**src/flash_ecc_pkg.sv**
```systemverilog
// Package of register indices, field layouts and reset values for the ECC fault capture block
package flash_ecc_pkg;

  // ==========================================================================
  // Register indices (byte address is four times the index)
  // ==========================================================================
  localparam logic [7:0] IDX_RESULT_SELECT   = 8'h04;
  localparam logic [7:0] IDX_FAULT_FLAGS     = 8'h05;
  localparam logic [7:0] IDX_RESERVED_TEST_A = 8'h0C;
  localparam logic [7:0] IDX_RESERVED_TEST_B = 8'h0D;
  localparam logic [7:0] IDX_RESULT_HIGH     = 8'h0E;
  localparam logic [7:0] IDX_RESULT_LOW      = 8'h0F;
  localparam logic [7:0] IDX_OPTION          = 8'h10;
  localparam logic [7:0] IDX_RESERVED_TEST_C = 8'h11;
  localparam logic [7:0] IDX_RESERVED_TEST_D = 8'h12;
  localparam logic [7:0] IDX_RESERVED_TEST_E = 8'h13;

  // ==========================================================================
  // Result window selector codes
  // ==========================================================================
  localparam logic [2:0] SEL_PAR_ADDR_HI = 3'h0;
  localparam logic [2:0] SEL_ADDR_LO     = 3'h1;
  localparam logic [2:0] SEL_DATA0       = 3'h2;
  localparam logic [2:0] SEL_DATA1       = 3'h3;
  localparam logic [2:0] SEL_DATA2       = 3'h4;
  localparam logic [2:0] SEL_DATA3       = 3'h5;

  // ==========================================================================
  // Field positions and reset values
  // ==========================================================================
  localparam int         FLAG_SINGLE_BIT  = 0;
  localparam int         FLAG_DOUBLE_BIT  = 1;
  localparam int         DFLASH_PAR_BITS  = 6;
  localparam logic [2:0] SELECT_RESET     = 3'h0;
  localparam logic [7:0] OPTION_RESET     = 8'hFF;
  localparam logic [7:0] OPTION_ALL_ONES  = 8'hFF;
  localparam logic [22:0] OPTION_FAULT_GLOBAL_ADDRESS    = 23'h7FFF0E;
  localparam logic [31:0] RDATA_ZERO      = 32'h0000_0000;

endpackage

```
**src/flash_ecc_fault_capture_regs.sv**
```systemverilog
// ECC fault capture, indexed result window and option byte behind an APB slave
//
// Design decision made here: register access over APB.
`timescale 1ns/10ps

module flash_ecc_fault_capture_regs #(
  parameter int ADDR_W = 23,
  parameter int DATA_W = 64
) (
  // Clock and reset
  input  wire logic              pclk,
  input  wire logic              presetn,
  // APB slave
  input  wire logic              psel,
  input  wire logic              penable,
  input  wire logic              pwrite,
  input  wire logic [11:0]       paddr,
  input  wire logic [31:0]       pwdata,
  input  wire logic [3:0]        pstrb,
  output logic                   pready,
  output logic [31:0]            prdata,
  output logic                   pslverr,
  // Array read path fault report
  input  wire logic              fault_single,
  input  wire logic              fault_double,
  input  wire logic              fault_is_pflash,
  input  wire logic [ADDR_W-1:0] fault_global_address,
  input  wire logic [7:0]        fault_parity,
  input  wire logic [DATA_W-1:0] fault_raw_data,
  // Reset-sequence option byte load
  input  wire logic              option_load,
  input  wire logic [7:0]        option_load_byte,
  input  wire logic              option_load_double,
  // Status towards the rest of the controller
  output logic                   single_flag,
  output logic                   double_flag,
  output logic [7:0]             option_bits
);

  // ==========================================================================
  // Bus decode
  // ==========================================================================
  logic [9:0]  word_idx;
  logic        addr_aligned;
  logic        mapped;
  logic        setup_phase;
  logic        wr_access;

  assign word_idx     = paddr[11:2];
  assign addr_aligned = (paddr[1:0] == 2'h0);
  assign setup_phase  = psel && !penable;
  assign wr_access    = psel && penable && pwrite && !pslverr;
  assign pready       = 1'b1;

  always_comb begin
    mapped = 1'b0;
    if (addr_aligned && (word_idx[9:8] == 2'h0)) begin
      case (word_idx[7:0])
        flash_ecc_pkg::IDX_RESULT_SELECT,
        flash_ecc_pkg::IDX_FAULT_FLAGS,
        flash_ecc_pkg::IDX_RESERVED_TEST_A,
        flash_ecc_pkg::IDX_RESERVED_TEST_B,
        flash_ecc_pkg::IDX_RESULT_HIGH,
        flash_ecc_pkg::IDX_RESULT_LOW,
        flash_ecc_pkg::IDX_OPTION,
        flash_ecc_pkg::IDX_RESERVED_TEST_C,
        flash_ecc_pkg::IDX_RESERVED_TEST_D,
        flash_ecc_pkg::IDX_RESERVED_TEST_E: mapped = 1'b1;
        default:                             mapped = 1'b0;
      endcase
    end
  end

  // Error answer only in the access phase, one cycle, pready always high
  assign pslverr = psel && penable && !mapped;

  // ==========================================================================
  // Result select register
  // ==========================================================================
  logic [2:0] ecc_result_select_r;

  always_ff @(posedge pclk or negedge presetn) begin
    if (!presetn) begin
      ecc_result_select_r <= flash_ecc_pkg::SELECT_RESET;
    end else if (wr_access && pstrb[0]
                 && word_idx[7:0] == flash_ecc_pkg::IDX_RESULT_SELECT) begin
      ecc_result_select_r <= pwdata[2:0];
    end
  end

  // ==========================================================================
  // Fault flags: hardware set wins over a same-cycle write-one clear
  // ==========================================================================
  logic [1:0] flags_r;
  logic [1:0] flag_clear;
  logic [1:0] flag_set;

  assign flag_clear = (wr_access && pstrb[0]
                       && word_idx[7:0] == flash_ecc_pkg::IDX_FAULT_FLAGS)
                      ? pwdata[1:0] : 2'h0;
  assign flag_set   = {fault_double, fault_single};

  always_ff @(posedge pclk or negedge presetn) begin
    if (!presetn) begin
      flags_r <= 2'h0;
    end else begin
      flags_r <= (flags_r & ~flag_clear) | flag_set;
    end
  end

  assign single_flag = flags_r[flash_ecc_pkg::FLAG_SINGLE_BIT];
  assign double_flag = flags_r[flash_ecc_pkg::FLAG_DOUBLE_BIT];

  // ==========================================================================
  // Capture lock
  // ==========================================================================
  logic cap_locked_r;
  logic cap_kind_double_r;
  logic lock_release;
  logic capture;

  // Lock follows the flag of the captured kind, not just any flag
  assign lock_release = cap_kind_double_r
                        ? !flags_r[flash_ecc_pkg::FLAG_DOUBLE_BIT]
                        : !flags_r[flash_ecc_pkg::FLAG_SINGLE_BIT];
  assign capture      = (fault_single || fault_double) && !cap_locked_r;

  always_ff @(posedge pclk or negedge presetn) begin
    if (!presetn) begin
      cap_locked_r      <= 1'b0;
      cap_kind_double_r <= 1'b0;
    end else if (capture) begin
      cap_locked_r      <= 1'b1;
      cap_kind_double_r <= fault_double;
    end else if (cap_locked_r && lock_release) begin
      cap_locked_r      <= 1'b0;
    end
  end

  // ==========================================================================
  // Captured fields, latched together
  // ==========================================================================
  logic [7:0]        captured_parity_r;
  logic [ADDR_W-1:0] captured_addr_r;
  logic [DATA_W-1:0] captured_data_r;
  logic [7:0]        parity_in;
  logic [DATA_W-1:0] data_in;

  always_comb begin
    parity_in = fault_parity;
    data_in   = fault_raw_data;
    if (!fault_is_pflash) begin
      parity_in[7:flash_ecc_pkg::DFLASH_PAR_BITS] = 2'h0;
      data_in[DATA_W-1:16] = '0;
    end
  end

  always_ff @(posedge pclk or negedge presetn) begin
    if (!presetn) begin
      captured_parity_r <= 8'h00;
      captured_addr_r   <= '0;
      captured_data_r   <= '0;
    end else if (capture) begin
      captured_parity_r <= parity_in;
      captured_addr_r   <= fault_global_address;
      captured_data_r   <= data_in;
    end
  end

  // ==========================================================================
  // Result window mux
  // ==========================================================================
  logic [15:0] ecc_result_window;

  always_comb begin
    case (ecc_result_select_r)
      flash_ecc_pkg::SEL_PAR_ADDR_HI:
        ecc_result_window = {captured_parity_r, 1'b0, captured_addr_r[22:16]};
      flash_ecc_pkg::SEL_ADDR_LO: ecc_result_window = captured_addr_r[15:0];
      flash_ecc_pkg::SEL_DATA0:   ecc_result_window = captured_data_r[15:0];
      flash_ecc_pkg::SEL_DATA1:   ecc_result_window = captured_data_r[31:16];
      flash_ecc_pkg::SEL_DATA2:   ecc_result_window = captured_data_r[47:32];
      flash_ecc_pkg::SEL_DATA3:   ecc_result_window = captured_data_r[63:48];
      default:                    ecc_result_window = 16'h0000;
    endcase
  end

  // ==========================================================================
  // Option register
  // ==========================================================================
  logic [7:0] option_r;

  // Reset value is all ones so an unloaded part looks like an erased byte
  always_ff @(posedge pclk or negedge presetn) begin
    if (!presetn) begin
      option_r <= flash_ecc_pkg::OPTION_RESET;
    end else if (option_load) begin
      option_r <= option_load_double ? flash_ecc_pkg::OPTION_ALL_ONES
                                     : option_load_byte;
    end
  end

  assign option_bits = option_r;

  // ==========================================================================
  // Read data, captured in the setup phase
  // ==========================================================================
  logic [31:0] rdata_nxt;

  always_comb begin
    rdata_nxt = flash_ecc_pkg::RDATA_ZERO;
    case (word_idx[7:0])
      flash_ecc_pkg::IDX_RESULT_SELECT: rdata_nxt[2:0] = ecc_result_select_r;
      flash_ecc_pkg::IDX_FAULT_FLAGS:   rdata_nxt[1:0] = flags_r;
      flash_ecc_pkg::IDX_RESULT_HIGH:   rdata_nxt[7:0] = ecc_result_window[15:8];
      flash_ecc_pkg::IDX_RESULT_LOW:    rdata_nxt[7:0] = ecc_result_window[7:0];
      flash_ecc_pkg::IDX_OPTION:        rdata_nxt[7:0] = option_r;
      default:                          rdata_nxt = flash_ecc_pkg::RDATA_ZERO;
    endcase
    if (!mapped) begin
      rdata_nxt = flash_ecc_pkg::RDATA_ZERO;
    end
  end

  always_ff @(posedge pclk or negedge presetn) begin
    if (!presetn) begin
      prdata <= flash_ecc_pkg::RDATA_ZERO;
    end else if (setup_phase && !pwrite) begin
      prdata <= rdata_nxt;
    end
  end

endmodule

```
**config.mk**
```make
export PLATFORM = sky130hd
export DESIGN_NAME = flash_ecc_fault_capture_regs
export DESIGN_NICKNAME = d
export VERILOG_FILES = /design/src/flash_ecc_pkg.sv /design/src/flash_ecc_fault_capture_regs.sv
export SDC_FILE = /design/constraint.sdc
export NUM_CORES = 1
export LEC_CHECK = 0
export ABC_CLOCK_PERIOD_IN_PS = 3200
export BUFFER_PORTS_ARGS = -buffer_cell sky130_fd_sc_hd__buf_2
export CAP_MARGIN = 25
export CORE_MARGIN = 4
export CORE_UTILIZATION = 35
export CTS_CLUSTER_DIAMETER = 40
export CTS_CLUSTER_SIZE = 8
export DETAILED_ROUTE_END_ITERATION = 16
export REMOVE_ABC_BUFFERS = 1
export SLEW_MARGIN = 25
export SYNTH_ARGS = -nofsm -noshare
export SYNTH_HDL_FRONTEND = slang
export SYNTH_SLANG_ARGS = --single-unit
```
**constraint.sdc**
```tcl
create_clock -name pclk -period 3.2 [get_ports pclk]
set_input_delay 0.64 -clock pclk [delete_from_list [all_inputs] [get_ports pclk]]
set_output_delay 0.64 -clock pclk [all_outputs]
set_load 0.005 [all_outputs]
```
# Word level (Yosys, flattened, before mapping)
# Memories as Yosys holds them, arrays and structs flattened.
# Cells that the tools add are included.
[word_totals] out_inout_bits=44 mem_bits_ro=32 mem_count=1 word_cells=62 ff_bits=142 in_bits=161
[classes] n_bitwise=3 mux=14 n_eq_ne=10 reduce_logical=25
[memory_table] memory="(no name shown)" depth=32 width=1 rd=1 rd_clocked_by_memory_dff=0 wr=0 line="flash_ecc_fault_capture_regs.sv:58" text="case (word_idx[7:0])"
[ops] operator="case mux 16 bit (6 select lines)" count=1
[ops] operator="2-to-1 mux 48 bit" count=1
[ops] operator="equality test 8 x 3 -> 1 bit, second input constant" count=2
[ops] operator="equality test 8 x 4 -> 1 bit, second input constant" count=2
[ops] operator="2-to-1 mux 8 bit" count=2
[ops] operator="case mux 5 bit (3 select lines)" count=1
[ops] operator="logical AND 1 bit" count=12
[ops] operator="case mux 2 bit (5 select lines)" count=1
[ops] operator="equality test 8 x 5 -> 1 bit, second input constant" count=1
[ops] operator="zero test 1 bit" count=7
[ops] operator="equality test 3 x 2 -> 1 bit, second input constant" count=2
[ops] operator="equality test 3 bit, second input constant" count=2
[ops] operator="zero test 3 bit" count=2
[ops] operator="2-to-1 mux 1 bit" count=5
[ops] operator="zero test 2 bit" count=2
[ops] operator="2-to-1 mux 2 bit" count=2
[ops] operator="case mux 1 bit (4 select lines)" count=1
[ops] operator="equality test 3 x 1 -> 1 bit, second input constant" count=1
[ops] operator="bitwise AND 2 bit" count=1
[ops] operator="inverter 2 bit" count=1
[ops] operator="bitwise OR 2 bit" count=1
[ops] operator="nonzero test 2 bit" count=1
[ops] operator="logical OR 1 bit" count=1

# Longest topological paths before layout
[depth] depth_word=13 mapped_depth=8 mapped_depth_nobuf=5

# Least setup slack after synthesis
# No wires, ideal clock.
[synth_timing] kind="input -> output" start="input port paddr[1]" end="output port pslverr" arrival_ps=1529 path_stages=3 n_path_buf=0 t_required_ps=2560 slack_ps=1031 path_cell_list="or4_4 -> nor3_4 -> nor2_1"
[synth_between] elab_chain_len=5
[synth_lines] element="start, declared" line="flash_ecc_fault_capture_regs.sv:17" text="input wire logic [11:0] paddr,"
[synth_lines] element="zero test 2 bit" line="flash_ecc_fault_capture_regs.sv:50" text="assign addr_aligned = (paddr[1:0] == 2'h0);"
[synth_lines] element="logical AND 1 bit" line="flash_ecc_fault_capture_regs.sv:57" text="if (addr_aligned && (word_idx[9:8] == 2'h0)) begin"
[synth_lines] element="2-to-1 mux 1 bit" line="flash_ecc_fault_capture_regs.sv:57"
[synth_lines] element="zero test 1 bit"
[synth_lines] element="logical AND 1 bit" line="flash_ecc_fault_capture_regs.sv:75" text="assign pslverr = psel && penable && !mapped;"
[synth_lines] element="end, declared" line="flash_ecc_fault_capture_regs.sv:22" text="output logic pslverr,"
# Every way passes these cells.

# Worst setup path after layout
# Ends and elaborated chain as after synthesis.

==> metrics.txt <==
crit path kind=in -> out; critical path launch point type=input pin; CP required=2.56 ns; first-pass GRT wire length=approximately 24000 um; Hold Fails Final Rpt=0; GPL Wtd Cong=0.804; Peak VDD IR=336 uV; hold buffers post-CTS=0; met1 GRT Util=0.228; Die X=137 um; RSZ-0062 raised after global routing=no; Reg2Reg Setup Slack=0.95 ns; Crit path top cell by count=buf_2; core footprint=16500 um2; Rel. slew slack=0.334; final cycle utilization of the critical path=0.755; vias in the first global route=4585; M3 GR Usage=0.0460; TritonCTS clock tree=yes; placement-stage worst setup slack=0.785 ns; share of layout cells above drive strength 1=0.367; Layout fillers=1604; reg2reg start=ecc_result_select_r[0]$_DFFE_PN0P_; Synth top area share=0.470; worst setup margin=0.784 ns; cells resized by post-CTS repair=0; Slowest-stage cell, CP=or4_4; gr usage total=0.170; Die H=roughly 140 um; nets=860; starting density of the core=0.355; GR met2 Demand/Resource=0.272; # clock sinks=roughly 120; post-synthesis cell type count=46; ANT nets after route=0; FFs w/ async S/R, synth=1.00; number of synthesized flops with an enable pin=0; worst clock skew=between 0.005 and 0.006 ns; PortBufs=approximately 150; row count=47; dominant synthesized flop cell=dfrtp_1; first drt pass iteration count=5; DR vias=roughly 4600; clk_lat worst skew=0.41 ns; area growth from synthesis to layout=25.2%; vias per cell=4.92; share of the yosys chip area belonging to registers=0.506; R2R Path End=prdata[4]$_DFFE_PN0P_; leakage=3.53 nW; Num CTS Buffers=17; Worst-Margin Slew=1.00 ns; element type at the critical path end=output port; Synth warnings=0; clk root buf=clkbuf_16; Reg2Reg Depth=4; final core occ=0.445; hpwl dp=approximately 11000 um; main area contributors after synthesis=dfrtp_1, mux2_2, nand2_1; initial antenna violation count=0; drt first-iter violations=215; Syn Inst Count=566; outcome=finished clean; Routed WL=15600 um; ANT cells=0; Final Setup Violations=0; Yosys top cell by area=dfrtp_1; cell breakdown of the critical path=buf_2 > or4_4 > nor3_4 > nor2_1 > buf_2; Top Ports=205; die area=approximately 19000 um2; grt ovf=0; #FFs+latches synth=118; Clock Path Buffers=2; slowest cell delay on critical path=0.60 ns; H-Tree Depth=4; CP arrival=about 1.8 ns; Slew Limit Fails=0; clock transition at the registers of the reported paths=0.05 ns; Max-Cap Viols=0; Mean Syn Cell Area=between 10 and 15 um2; cell area after synthesis=5850 um2; post-DR wirelength/cell=approximately 17 um; largest net degree at the start of global routing=148; Hold WC Path Type=in -> async; CP Max Fanout=4; GRT busiest layer=met2; Min Clock Period, post-route=approximately 2.4 ns; pwr dens=734 nW/um2; Residual DRC=0; FMAX=414 MHz; post-CTS setup buffers=0
## cells in the final DEF (no fill, tap or decap), types with 2 or more instances in the layout
cell type	synthesis	routed
mux4_2	6	6
o221ai_1	6	6
nand2b_1	3	3
clkbuf_8	0	5
a21oi_1	12	12
clkbuf_1	17	2
or3_1	3	3
nor4_4	2	2
mux2_2	54	54
and2_1	3	3
a221oi_1	3	3
o2bb2ai_1	2	2
mux2i_1	23	23
o21ai_0	55	55
buf_4	28	6
nor3b_1	3	3
nor3_1	3	3
nand2_1	118	118
a31oi_1	2	2
o21ai_1	7	6
dfstp_2	8	8
a21o_1	2	2
nor2_1	23	23
clkbuf_16	0	17
a22oi_1	10	10
o22ai_1	8	8
dfrtp_1	110	109
buf_2	16	146
a22o_1	2	2
a32oi_1	3	3
clkinv_2	0	3
conb_1	2	25
bufinv_16	0	4
nor2b_1	3	3
inv_1	12	12
nor4_1	2	2
buf_12	0	2
## Yosys cell counts (3+ instances only)
master    count
nor3b_1       3
or3_1         3
a21oi_1      12
buf_2        16
dfrtp_1     110
inv_1        12
nand2b_1      3
mux2i_1      23
and2_1        3
a221oi_1      3
o21ai_1       7
buf_4        28
o21ai_0      55
a32oi_1       3
nor3_1        3
o22ai_1       8
o221ai_1      6
clkbuf_1     17
dfstp_2       8
nor2_1       23
mux2_2       54
mux4_2        6
nor2b_1       3
nand2_1     118
a22oi_1      10
## state kept, by name, summed over array words and instances (netlist names)
name	cells
captured_data_r	64
captured_addr_r	23
captured_parity_r	8
option_bits	8
prdata	8
ecc_result_select_r	3
flags_r	2
cap_kind_double_r	1
cap_locked_r	1
## worst max path at each step
stage / from / to / depth (start not counted)
4_1_cts: paddr[1] / pslverr / 5
3_5_place_dp: paddr[1] / pslverr / 5
3_3_place_gp: paddr[1] / pslverr / 5
2_1_floorplan: fault_single / cap_kind_double_r$_DFFE_PN0P_ / 2
5_1_grt: paddr[1] / pslverr / 5
6_report: paddr[1] / pslverr / 5
## power by group
| group | total, mW | switching, mW | internal [mW] |
|---|---|---|---|
| clock network | 2.06 | 0.655 | 1.40 |
| logic | 1.05 | 0.465 | 0.587 |
| registers | 2.27 | 0.250 | 2.02 |
| total | 5.38 | 1.37 | 4.01 |
## worst max-delay path: cells and delay by family
family / cells / cell delay (ns)
simple gates: 3 / 0.92
buf+inv: 2 / 0.22
## cell type report
cell class                 count  area [um2]  share of cell area
sequential                   118        2960               0.405
timing repair buffer         154         816               0.111
multi-input combinational    396        2580               0.352
clock buffer                  24         502              0.0685
tap                          220         275              0.0376
inverter                      12        45.0             0.00615
clock inverter                 8         143              0.0195
## cell families (layout without fill, tap and decap cells)
group / after synthesis / after routing / synth area share
AOI/OAI and AO/OA: 116 / 116 / 0.121
and+or+nand+nor: 171 / 171 / 0.133
DFF: 118 / 118 / 0.506
buffers and inverters: 75 / 198 / 0.0695
other: 2 / 25 / 0.00128
muxes: 84 / 84 / 0.169
## metal layers
metal | up-vias | share of wire
met3 | 15 | 0.068
li1 | 2191 | -
met5 | - | 0
met2 | 154 | 0.48
met1 | 2224 | 0.44
met4 | 0 | 0.0084
## per-stage QoR
step	std cells	power [mW]	cell area (um2)	TNS, ns	hold WS (ns)
floorplan	526	3.01	5580	-296.52	0.344
global placement	900	3.29	6680	0	0.456
detailed placement	900	3.37	6680	0	0.465
CTS	932	5.45	7330	0	0.180
global route	932	5.71	7330	0	0.192
finish	932	5.38	7330	0	0.189
Note: power is estimated with default switching activity, not from simulation.
